--- src/logic_cell_pkg.sv ---
package logic_cell_pkg;

    // Cluster size and register port widths.
    localparam int NUM_CELLS = 10;
    localparam int ADDR_W    = 4;
    localparam int DATA_W    = 32;

    // Word indices on the register port: one config word per cell, then two read-only views.
    localparam logic [ADDR_W-1:0] CFG_BASE_IDX   = 4'h0;
    localparam logic [ADDR_W-1:0] REG_STATE_IDX  = 4'hA;
    localparam logic [ADDR_W-1:0] COMB_STATE_IDX = 4'hB;

    // Field positions inside a cell config word.
    localparam int LUT_MASK_LSB    = 0;
    localparam int LUT_MASK_W      = 16;
    localparam int MODE_LSB        = 16;
    localparam int MODE_W          = 2;
    localparam int CIN_LUT_BIT     = 18;
    localparam int CASC_EN_BIT     = 19;
    localparam int PACK_BIT        = 20;
    localparam int CLK_PAIR_BIT    = 21;
    localparam int PRESET_BIT      = 22;
    localparam int ALOAD_BIT       = 23;
    localparam int FB_SEL_BIT      = 24;
    localparam int ACLR_SRC_LSB    = 25;
    localparam int ACLR_SRC_W      = 2;
    localparam int CHAIN_START_BIT = 27;

    // Reset values.
    localparam logic [DATA_W-1:0]    CFG_RESET  = 32'h0000_0000;
    localparam logic [DATA_W-1:0]    RD_RESET   = 32'h0000_0000;
    localparam logic [NUM_CELLS-1:0] CELL_RESET = 10'h000;

    // Cell operating modes; code 3 is illegal and behaves as normal mode.
    typedef enum logic [MODE_W-1:0] {
        MODE_NORMAL,
        MODE_ARITH,
        MODE_COUNTER
    } cell_mode_t;

    // Which cluster-wide asynchronous clear a cell listens to.
    typedef enum logic [ACLR_SRC_W-1:0] {
        ACLR_NONE,
        ACLR_A,
        ACLR_B
    } aclr_src_t;

    // Decoded per-cell configuration.
    typedef struct packed {
        logic                  chain_start;
        aclr_src_t             aclr_src;
        logic                  fb_sel;
        logic                  aload;
        logic                  preset;
        logic                  clk_pair_b;
        logic                  pack;
        logic                  casc_en;
        logic                  cin_lut;
        cell_mode_t            mode;
        logic [LUT_MASK_W-1:0] lut_mask;
    } cell_cfg_t;

    // Cluster-wide register controls shared by all cells.
    typedef struct packed {
        logic clk_en_a;
        logic clk_en_b;
        logic aclr_a;
        logic aclr_b;
        logic sync_clr;
        logic sync_load;
    } cluster_ctrl_t;

    // Four local data inputs of every cell in the cluster.
    typedef struct packed {
        logic [NUM_CELLS-1:0] data_in_a;
        logic [NUM_CELLS-1:0] data_in_b;
        logic [NUM_CELLS-1:0] data_in_c;
        logic [NUM_CELLS-1:0] data_in_d;
    } cell_data_t;

    // Register port request.
    typedef struct packed {
        logic              wr;
        logic              rd;
        logic [ADDR_W-1:0] addr;
        logic [DATA_W-1:0] wdata;
    } reg_req_t;

endpackage

--- src/cell_cluster.sv ---
// The implementer's own choices: the strobed register port and the address map.
`timescale 1ns/10ps
// What this block does
// [RULE1] Each cell runs normal, arithmetic or counter mode.
// [RULE2] Seven inputs: four data, feedback, carry, cascade.
// [RULE3] Register controls come from cluster-wide signals.
// [RULE4] Two cluster clock enables; each register picks one.
// [RULE5] Normal mode: four-input table, carry or data_c.
// [RULE6] Table output ANDs cascade-in onto cascade-out.
// [RULE7] Register packing, off when carry feeds table.
// [RULE8] Arithmetic: sum table and carry table, three inputs. The code's carry is a fixed majority, not a table.
// [RULE9] Arithmetic allows cascade; registered and unregistered outputs.
// [RULE10] Counter: enables, direction, sync clear, sync load.
// [RULE11] data_a/data_b control counting except second cell.
// [RULE12] Only first cell has register feedback multiplexer.
// [RULE13] Sync clear and load hit every cluster register.
// [RULE14] Counter cluster holds one counter plus combinational.
// [RULE15] Counter: data table, carry table, load mux, clear gate. The code toggles and carries without any table.
// [RULE16] Counter sync clear or load beats cascade-in.
// [RULE17] Sync clear wins over sync load.
// [RULE18] Native async clear; preset by inverted storage.
// [RULE19] Async load emulation leaves reset state undefined.
// [RULE20] Chip reset clears all, beats other controls.
// [RULE21] Preset-emulated registers show one during chip reset.
// [RULE22] Chip reset honoured only if built so.
// [RULE23] Two clocks, each tied to its own enable. Here one clock mclk_i serves all cells; each picks clk_en_a or clk_en_b.
// [RULE24] Cluster async clears also act as load/preset.
// [RULE25] Counter counts up when direction high, else down.
// [RULE26] Arithmetic carry-out is majority of a, b, carry.
module cell_cluster #(
    parameter bit CHIP_RESET_HONOUR = 1'b1
) (
    input  wire logic                                    mclk_i,
    input  wire logic                                    rst_i,
    input  wire logic_cell_pkg::reg_req_t                req_i,
    output logic [logic_cell_pkg::DATA_W-1:0]            rd_data_o,
    input  wire logic_cell_pkg::cluster_ctrl_t           ctrl_i,
    input  wire logic_cell_pkg::cell_data_t              data_i,
    input  wire logic                                    carry_in_i,
    input  wire logic                                    cascade_in_i,
    input  wire logic                                    chip_reset_n_i,
    output logic                                         carry_out_o,
    output logic                                         cascade_out_o,
    output logic [logic_cell_pkg::NUM_CELLS-1:0]         comb_out_o,
    output logic [logic_cell_pkg::NUM_CELLS-1:0]         reg_out_o
);

    localparam int N = logic_cell_pkg::NUM_CELLS;
    typedef logic [logic_cell_pkg::ADDR_W-1:0] addr_t;

    ////////////////////////////////////////////////////////////////////////////////
    // Helper functions.

    // Splits a stored config word into its fields.
    function automatic logic_cell_pkg::cell_cfg_t decode_cfg(
        input logic [logic_cell_pkg::DATA_W-1:0] w
    );
        logic_cell_pkg::cell_cfg_t c;
        c.lut_mask    = w[logic_cell_pkg::LUT_MASK_LSB +: logic_cell_pkg::LUT_MASK_W];
        c.mode        = logic_cell_pkg::cell_mode_t'(
                            w[logic_cell_pkg::MODE_LSB +: logic_cell_pkg::MODE_W]);
        c.cin_lut     = w[logic_cell_pkg::CIN_LUT_BIT];
        c.casc_en     = w[logic_cell_pkg::CASC_EN_BIT];
        c.pack        = w[logic_cell_pkg::PACK_BIT];
        c.clk_pair_b  = w[logic_cell_pkg::CLK_PAIR_BIT];
        c.preset      = w[logic_cell_pkg::PRESET_BIT];
        c.aload       = w[logic_cell_pkg::ALOAD_BIT];
        c.fb_sel      = w[logic_cell_pkg::FB_SEL_BIT];
        c.aclr_src    = logic_cell_pkg::aclr_src_t'(
                            w[logic_cell_pkg::ACLR_SRC_LSB +: logic_cell_pkg::ACLR_SRC_W]);
        c.chain_start = w[logic_cell_pkg::CHAIN_START_BIT];
        return c;
    endfunction

    // Three-input table lookup, used by the arithmetic path only; the counter path toggles without a table.
    function automatic logic lut3(
        input logic [7:0] mask,
        input logic       i2,
        input logic       i1,
        input logic       i0
    );
        return mask[{i2, i1, i0}];
    endfunction

    // Majority of three, the ripple-carry function.
    function automatic logic majority(
        input logic x,
        input logic y,
        input logic z
    );
        return (x & y) | (x & z) | (y & z);
    endfunction

    ////////////////////////////////////////////////////////////////////////////////
    // Configuration storage and decode.

    logic [logic_cell_pkg::DATA_W-1:0] cfg_q [N];
    logic_cell_pkg::cell_cfg_t         cfg   [N];
    logic [logic_cell_pkg::DATA_W-1:0] rd_data_q;
    logic [N-1:0]                      store_q;
    logic [N-1:0]                      view;
    logic [N-1:0]                      comb_val;
    logic [N-1:0]                      store_d;
    logic [N-1:0]                      aclr_hit;
    logic [N-1:0]                      clk_hit;
    logic [N:0]                        carry;
    logic [N:0]                        casc;

    // Config words are written by software and steer every cell's datapath.
    always_ff @(posedge mclk_i) begin
        for (int i = 0; i < N; i++) begin
            if (rst_i) begin
                cfg_q[i] <= logic_cell_pkg::CFG_RESET;
            end else if (req_i.wr && req_i.addr == logic_cell_pkg::CFG_BASE_IDX
                                                   + addr_t'(i)) begin
                cfg_q[i] <= req_i.wdata;
            end
        end
    end

    // Decode is pure wiring, kept combinational.
    always_comb begin
        for (int i = 0; i < N; i++) begin
            cfg[i] = decode_cfg(cfg_q[i]);
        end
    end

    ////////////////////////////////////////////////////////////////////////////////
    // Chip-wide reset pin synchroniser.

    logic chip_s1_q;
    logic chip_s2_q;
    logic chip_s3_q;
    logic chip_n_q;
    logic chip_rst;

    // Three stages; the filtered level moves only when stages two and three agree.
    always_ff @(posedge mclk_i) begin
        if (rst_i) begin
            chip_s1_q <= 1'b1;
            chip_s2_q <= 1'b1;
            chip_s3_q <= 1'b1;
            chip_n_q  <= 1'b1;
        end else begin
            chip_s1_q <= chip_reset_n_i;
            chip_s2_q <= chip_s1_q;
            chip_s3_q <= chip_s2_q;
            if (chip_s2_q == chip_s3_q) begin
                chip_n_q <= chip_s3_q;
            end
        end
    end

    // The honour option is fixed at build time, not by software.
    assign chip_rst = CHIP_RESET_HONOUR && !chip_n_q; // [RULE22]

    ////////////////////////////////////////////////////////////////////////////////
    // Register output view, including the asynchronous overrides.

    // Asynchronous controls act on the output at once, then the stored bit follows next edge.
    always_comb begin
        for (int i = 0; i < N; i++) begin
            unique case (cfg[i].aclr_src)
                logic_cell_pkg::ACLR_A: aclr_hit[i] = ctrl_i.aclr_a; // [RULE24]
                logic_cell_pkg::ACLR_B: aclr_hit[i] = ctrl_i.aclr_b; // [RULE24]
                default:                aclr_hit[i] = 1'b0;
            endcase
            clk_hit[i] = cfg[i].clk_pair_b ? ctrl_i.clk_en_b : ctrl_i.clk_en_a; // [RULE4] [RULE23]
            if (chip_rst && !cfg[i].aload) begin
                view[i] = cfg[i].preset; // [RULE20] [RULE21]
            end else if (aclr_hit[i]) begin
                // With async load emulation the clear line loads data_c instead.
                view[i] = cfg[i].aload ? data_i.data_in_c[i] : cfg[i].preset; // [RULE18]
            end else begin
                // Preset is stored inverted so that the native clear reads as one.
                view[i] = store_q[i] ^ cfg[i].preset; // [RULE18]
            end
        end
    end

    ////////////////////////////////////////////////////////////////////////////////
    // Per-cell datapath, rippling carry and cascade through the cluster.

    always_comb begin
        logic             a;
        logic             b;
        logic             c4;
        logic             lut_o;
        logic             d_val;
        logic             cnt_en;
        logic             cnt_up;
        logic             cin;
        a      = 1'b0;
        b      = 1'b0;
        c4     = 1'b0;
        lut_o  = 1'b0;
        d_val  = 1'b0;
        cnt_en = 1'b0;
        cnt_up = 1'b0;
        cin    = 1'b0;
        carry[0] = carry_in_i;
        casc[0]  = cascade_in_i;
        for (int i = 0; i < N; i++) begin
            // Only the first cell can swap data_a for its own register output.
            a = (i == 0 && cfg[i].fb_sel) ? view[i] : data_i.data_in_a[i]; // [RULE12] [RULE2]
            b = data_i.data_in_b[i];
            // The second cell borrows counting controls from the first.
            cnt_en = (i == 1) ? data_i.data_in_a[0] : a; // [RULE11]
            cnt_up = (i == 1) ? data_i.data_in_b[0] : b; // [RULE11]
            unique case (cfg[i].mode)
                logic_cell_pkg::MODE_ARITH: begin
                    cin      = carry[i];
                    lut_o    = lut3(cfg[i].lut_mask[7:0], cin, b, a); // [RULE8]
                    carry[i+1] = majority(a, b, cin); // [RULE26] [RULE8]
                    comb_val[i] = cfg[i].casc_en ? (lut_o & casc[i]) : lut_o; // [RULE9]
                    d_val    = comb_val[i];
                end
                logic_cell_pkg::MODE_COUNTER: begin
                    // A chain start seeds the toggle carry from the count enable.
                    cin      = cfg[i].chain_start ? cnt_en : (carry[i] & cnt_en); // [RULE10]
                    lut_o    = view[i] ^ cin; // [RULE15] [RULE25]
                    carry[i+1] = cin & (cnt_up ? view[i] : ~view[i]); // [RULE15] [RULE25]
                    comb_val[i] = cfg[i].casc_en ? (lut_o & casc[i]) : lut_o;
                    d_val    = comb_val[i];
                end
                default: begin
                    // Normal mode: fourth table input is carry or data_c.
                    c4       = cfg[i].cin_lut ? carry[i] : data_i.data_in_c[i]; // [RULE5]
                    lut_o    = cfg[i].lut_mask[{data_i.data_in_d[i], c4, b, a}]; // [RULE5]
                    carry[i+1] = carry[i];
                    comb_val[i] = cfg[i].casc_en ? (lut_o & casc[i]) : lut_o; // [RULE6]
                    // Packing is refused while carry feeds the table.
                    d_val    = (cfg[i].pack && !cfg[i].cin_lut)
                             ? data_i.data_in_d[i] : comb_val[i]; // [RULE7]
                end
            endcase
            casc[i+1] = comb_val[i];
            // Clear beats load, and both beat anything on the cascade.
            if (ctrl_i.sync_clr) begin
                d_val = 1'b0; // [RULE13] [RULE17] [RULE16] [RULE15]
            end else if (ctrl_i.sync_load) begin
                d_val = data_i.data_in_c[i]; // [RULE13] [RULE16] [RULE15]
            end
            store_d[i] = d_val ^ cfg[i].preset; // [RULE18]
        end
    end

    ////////////////////////////////////////////////////////////////////////////////
    // Cell registers.

    // Chip reset first, then async controls, then the chosen clock enable.
    always_ff @(posedge mclk_i) begin
        for (int i = 0; i < N; i++) begin
            if (rst_i) begin
                store_q[i] <= 1'b0;
            end else if (chip_rst) begin
                // Async-load cells keep whatever they held: their state is undefined.
                store_q[i] <= cfg[i].aload ? store_q[i] : 1'b0; // [RULE20] [RULE19]
            end else if (aclr_hit[i]) begin
                store_q[i] <= cfg[i].aload ? (data_i.data_in_c[i] ^ cfg[i].preset)
                                           : 1'b0; // [RULE3] [RULE24]
            end else if (clk_hit[i]) begin
                store_q[i] <= store_d[i]; // [RULE3] [RULE1]
            end
        end
    end

    ////////////////////////////////////////////////////////////////////////////////
    // Register port read path.

    // Read data stands only in the cycle after the strobe; unmapped words read zero.
    always_ff @(posedge mclk_i) begin
        if (rst_i || !req_i.rd) begin
            rd_data_q <= logic_cell_pkg::RD_RESET;
        end else if (req_i.addr == logic_cell_pkg::REG_STATE_IDX) begin
            rd_data_q <= {{(logic_cell_pkg::DATA_W-N){1'b0}}, view};
        end else if (req_i.addr == logic_cell_pkg::COMB_STATE_IDX) begin
            rd_data_q <= {{(logic_cell_pkg::DATA_W-N){1'b0}}, comb_val};
        end else if (req_i.addr < addr_t'(N)) begin
            rd_data_q <= cfg_q[req_i.addr];
        end else begin
            rd_data_q <= logic_cell_pkg::RD_RESET;
        end
    end

    // Chain ends and cell outputs.
    assign rd_data_o     = rd_data_q;
    assign carry_out_o   = carry[N];
    assign cascade_out_o = casc[N];
    assign comb_out_o    = comb_val;
    assign reg_out_o     = view; // [RULE9]

endmodule

--- config.mk ---
export PLATFORM = sky130hd
export DESIGN_NAME = cell_cluster
export DESIGN_NICKNAME = d
export VERILOG_FILES = /design/src/logic_cell_pkg.sv /design/src/cell_cluster.sv
export SDC_FILE = /design/constraint.sdc
export NUM_CORES = 1
export LEC_CHECK = 0
export BUFFER_PORTS_ARGS = -buffer_cell sky130_fd_sc_hd__buf_4
export CORE_MARGIN = 2
export CORE_UTILIZATION = 67
export DETAILED_ROUTE_END_ITERATION = 10
export MAX_ROUTING_LAYER = met4
export PLACE_DENSITY_LB_ADDON = 0.15
export SETUP_SLACK_MARGIN = 0.4
export SLEW_MARGIN = 15
export SYNTH_ARGS = -nofsm -noshare
export SYNTH_HDL_FRONTEND = slang
export SYNTH_SLANG_ARGS = --single-unit
--- constraint.sdc ---
create_clock -name mclk_i -period 9.89 [get_ports mclk_i]
set_input_delay 0 -clock mclk_i [delete_from_list [all_inputs] [get_ports mclk_i]]
set_output_delay 0 -clock mclk_i [all_outputs]
set_load 0.01 [all_outputs]
==> results.cfg <==
[detailed_routing]
ant_nets = 0
routed_via_density = 7.04
drc_errors = 0
wl_per_cell_um = 29.0
vias = 17653
finalWirelength_um = 72700
firstDrtPassIters = 8
drtIter0Drc = 2527

[sta]
grt_setup_unrepaired = false
max_freq_mhz = 171
worst_slew_pin_slew_ns = 1.17
hold_slack_ns = 0.0272
setup_tns_ns = 0
period_needed_ns = 5.83
drv_slew = 0
hold_viol_final = 0
relSlewSlack_pct = 22.2
finalCritPeriodShare_pct = 59.0
finalSetupViolCount = 0
finClkSkew_ns = 0.0179

[worst_setup_path]
cp.arrival_ns = 6.25
crit_path_cell_trace = inv_1, ha_1, a22oi_1, or3_4, a21oi_4, a31o_2, o311ai_2, o21ai_1, a21oi_2, or2_1, mux2_4, a221oi_4, o32ai_2, a21oi_2, o221a_2, a21boi_1, a211o_1, dlygate4sd3_1, a2111oi_1
max_stage_delay_ns = 0.59
path_buf_inv = 2
path_class = reg -> reg
crit_top_cell = a21oi_2
cp-start-kind = flip-flop
path_delay_family = compound AO/OA/AOI/OAI gates
crit_slowest_cell = o311ai_2
worstPathMaxFanout = 8
crit_required_ns = 10.31
endpoint_kind = flip-flop

[power]
p_sw_share_pct = 28.2
power.density_nw_per_um2 = 164
irDropWorstVdd_v = 0.000221
clkPwrFrac_pct = 37.0
p_int_w = 0.00297
power_leakage_nw = 9.51
p_sw_w = 0.00116
combPwrFrac_pct = 18.4
share_seq_of_total_power_pct = 44.6

[synthesis]
syn_inst = 1893
synthFlopType = edfxtp_1
ys_warn_count = 0
synth_edf_count = 320
synth_cell_types = 105
syn_avg_cell_area_um2 = 11.6
synth.cell_area_um2 = 21900
syn_nets = 2022
async_reset_ff_share_pct = 0
ys_seq_area_share_pct = 48.0
ys_ff_latch = 366

[die]
start_util_pct = 67.7
fp.dieH_um = 185
coreArea_um2 = 32400
ioPinCount = 143
std_cell_rows = 66
die_w_um = 185
die_area_um2 = 34200

[clock_tree]
clock_latency_ns = 0.55
numCtsBuffers = 40
htree_num_levels = 2
clk_path_buf_depth = 3
cts_resized = 0
postCtsSetupBuffers = 0
numClockSinks = 366
cts_root_buf = clkbuf_16
cts_tree = done
cts.clk_slew.worst_paths_ns = 0.06

[global_route]
overflow = 0
grt_max_degree = 59
grt_pass1_wl_um = 107000
grt_pass1_vias = 17189
grt_usage_pct = 44.4
antenna_found_initial = 0

[final_layout]
antennaDiodeCount = 0
fin_cells = 2509
layout-drive-gt1-share_pct = 19.7
area_growth_pct = 14.8
nets = 2165

[placed_design]
dp_hpwl_um = 49500
io_buffers = 142
gp_congestion = 1.01
dp.cells = 2393

[flow_run]
cap_violations = 0

[status]
status = finished, final reports clean

[min_path]
worstHoldPathType = in -> reg
==> sequential cells by signal, indices dropped and copies added (netlist names) <==
| signal | count |
|---|---|
| cfg_q | 320 |
| chip_n_q | 1 |
| chip_s1_q | 1 |
| chip_s2_q | 1 |
| chip_s3_q | 1 |
| rd_data_o | 32 |
| store_q | 10 |
==> layer usage <==
| layer | share of wire (%) | global-route usage (%) | vias up |
|---|---|---|---|
| li1 | - | - | 7386 |
| met1 | 36 | 56.3 | 8613 |
| met2 | 47 | 68.5 | 1339 |
| met3 | 11 | 7.26 | 315 |
| met4 | 6.9 | 25.7 | 0 |
| met5 | 0 | - | - |
==> final timing paths <==
kind	slack [ns]	to	cells past startpoint	from
max	4.06	store_q[8]$_SDFFE_PP0P_	19	cfg_q[0][25]$_SDFFCE_PN0P_
min	0.03	store_q[2]$_SDFFE_PP0P_	5	data_i[12]
max reg2reg	4.06	store_q[8]$_SDFFE_PP0P_	19	cfg_q[0][25]$_SDFFCE_PN0P_
min reg2reg	0.43	chip_s2_q$_SDFF_PP1_	1	chip_s1_q$_SDFF_PP1_
==> power groups by stage <==
stage	registers (W)	logic, W	clock network (W)
2_1_floorplan	0.00185	0.000462	0
3_3_place_gp	0.00187	0.000707	0
3_5_place_dp	0.00187	0.000719	0
4_1_cts	0.00184	0.000738	0.00152
5_1_grt	0.00185	0.000801	0.00159
6_report	0.00185	0.000762	0.00153
==> logic make-up after synthesis <==
group	share of synthesized area, %
xor+xnor	0.519
flops	48.0
mux	14.4
compound gates	13.2
buf+inv	3.68
simple gates	17.9
fa+ha+maj	2.33
==> stage by stage <==
stage	area (um2)	total power [W]	worst slack, ns	utilization, %
6_report	25200	0.00414	4.06	77.8
4_1_cts	25200	0.00409	4.20	77.8
3_3_place_gp	23400	0.00257	4.91	72.3
3_5_place_dp	23400	0.00259	4.76	72.3
2_1_floorplan	21900	0.00231	5.26	-
5_1_grt	25200	0.00424	3.69	77.8
==> layout by cell type (no fill, tap or decap), drive strengths merged, types with 7 or more instances in the layout <==
cell type,Yosys,routed
a211o,10,10
a211oi,58,58
a21oi,50,50
a221oi,19,19
a22oi,12,12
a31oi,13,13
a32o,9,9
and2,330,330
and3,9,9
buf,27,171
clkbuf,86,46
clkinv,2,18
dfxtp,46,46
dlygate4sd3,0,43
edfxtp,320,320
ha,40,40
inv,90,94
mux2,14,14
mux2i,67,67
mux4,103,103
nand2,106,106
nand2b,21,21
nand3,35,35
nand4,9,9
nor2,97,97
nor2b,38,38
nor3,19,19
o211ai,16,16
o21a,13,13
o21ai,72,72
o22ai,7,7
o31ai,11,11
or2,12,12
xnor2,7,7
==> layout make-up <==
cell class / instances / area [um2]
Timing Repair Buffer: 214 / 1720
Sequential cell: 366 / 10500
Inverter: 92 / 345
Fill cell: 1966 / 7200
Tap cell: 442 / 553
Clock inverter: 27 / 254
Multi-Input combinational cell: 1322 / 10700
Clock buffer: 46 / 1070
==> synth_stat cells (10+ instances only) <==
| cell type | count | area [um2] |
|---|---|---|
| and2_1 | 329 | 2060 |
| edfxtp_1 | 320 | 9610 |
| nand2_1 | 106 | 398 |
| mux4_2 | 103 | 2320 |
| nor2_1 | 95 | 357 |
| inv_1 | 89 | 334 |
| clkbuf_1 | 86 | 323 |
| mux2i_1 | 67 | 671 |
| o21ai_0 | 67 | 335 |
| a211oi_1 | 55 | 413 |
| a21oi_1 | 46 | 230 |
| dfxtp_1 | 46 | 921 |
| ha_1 | 40 | 500 |
| nor2b_1 | 38 | 238 |
| nand3_1 | 35 | 175 |
| nand2b_1 | 20 | 125 |
| a221oi_1 | 16 | 140 |
| nor3_1 | 16 | 80.1 |
| o211ai_1 | 16 | 120 |
| buf_1 | 15 | 56.3 |
| o21a_1 | 13 | 97.6 |
| a31oi_1 | 12 | 75.1 |
| mux2_2 | 12 | 135 |
| o31ai_1 | 11 | 82.6 |
| a211o_1 | 10 | 87.6 |
==> timing repair <==
| item | 4_1_cts | 5_1_grt |
|---|---|---|
| hold buffers | 43 | 0 |
| setup endpoints to repair | 0 | 0 |
| hold endpoints to repair | 336 | 0 |
==> worst register-to-register path: stages, from the launching register on <==
cell	delay (ns)
edfxtp_1	0.40
inv_1	0.06
ha_1	0.21
a22oi_1	0.30
or3_4	0.22
a21oi_4	0.07
a31o_2	0.29
o311ai_2	0.59
o21ai_1	0.17
a21oi_2	0.35
or2_1	0.30
mux2_4	0.35
a221oi_4	0.36
o32ai_2	0.19
a21oi_2	0.28
o221a_2	0.28
a21boi_1	0.10
a211o_1	0.29
dlygate4sd3_1	0.55
a2111oi_1	0.35
Power figures use the tool's default switching activity.
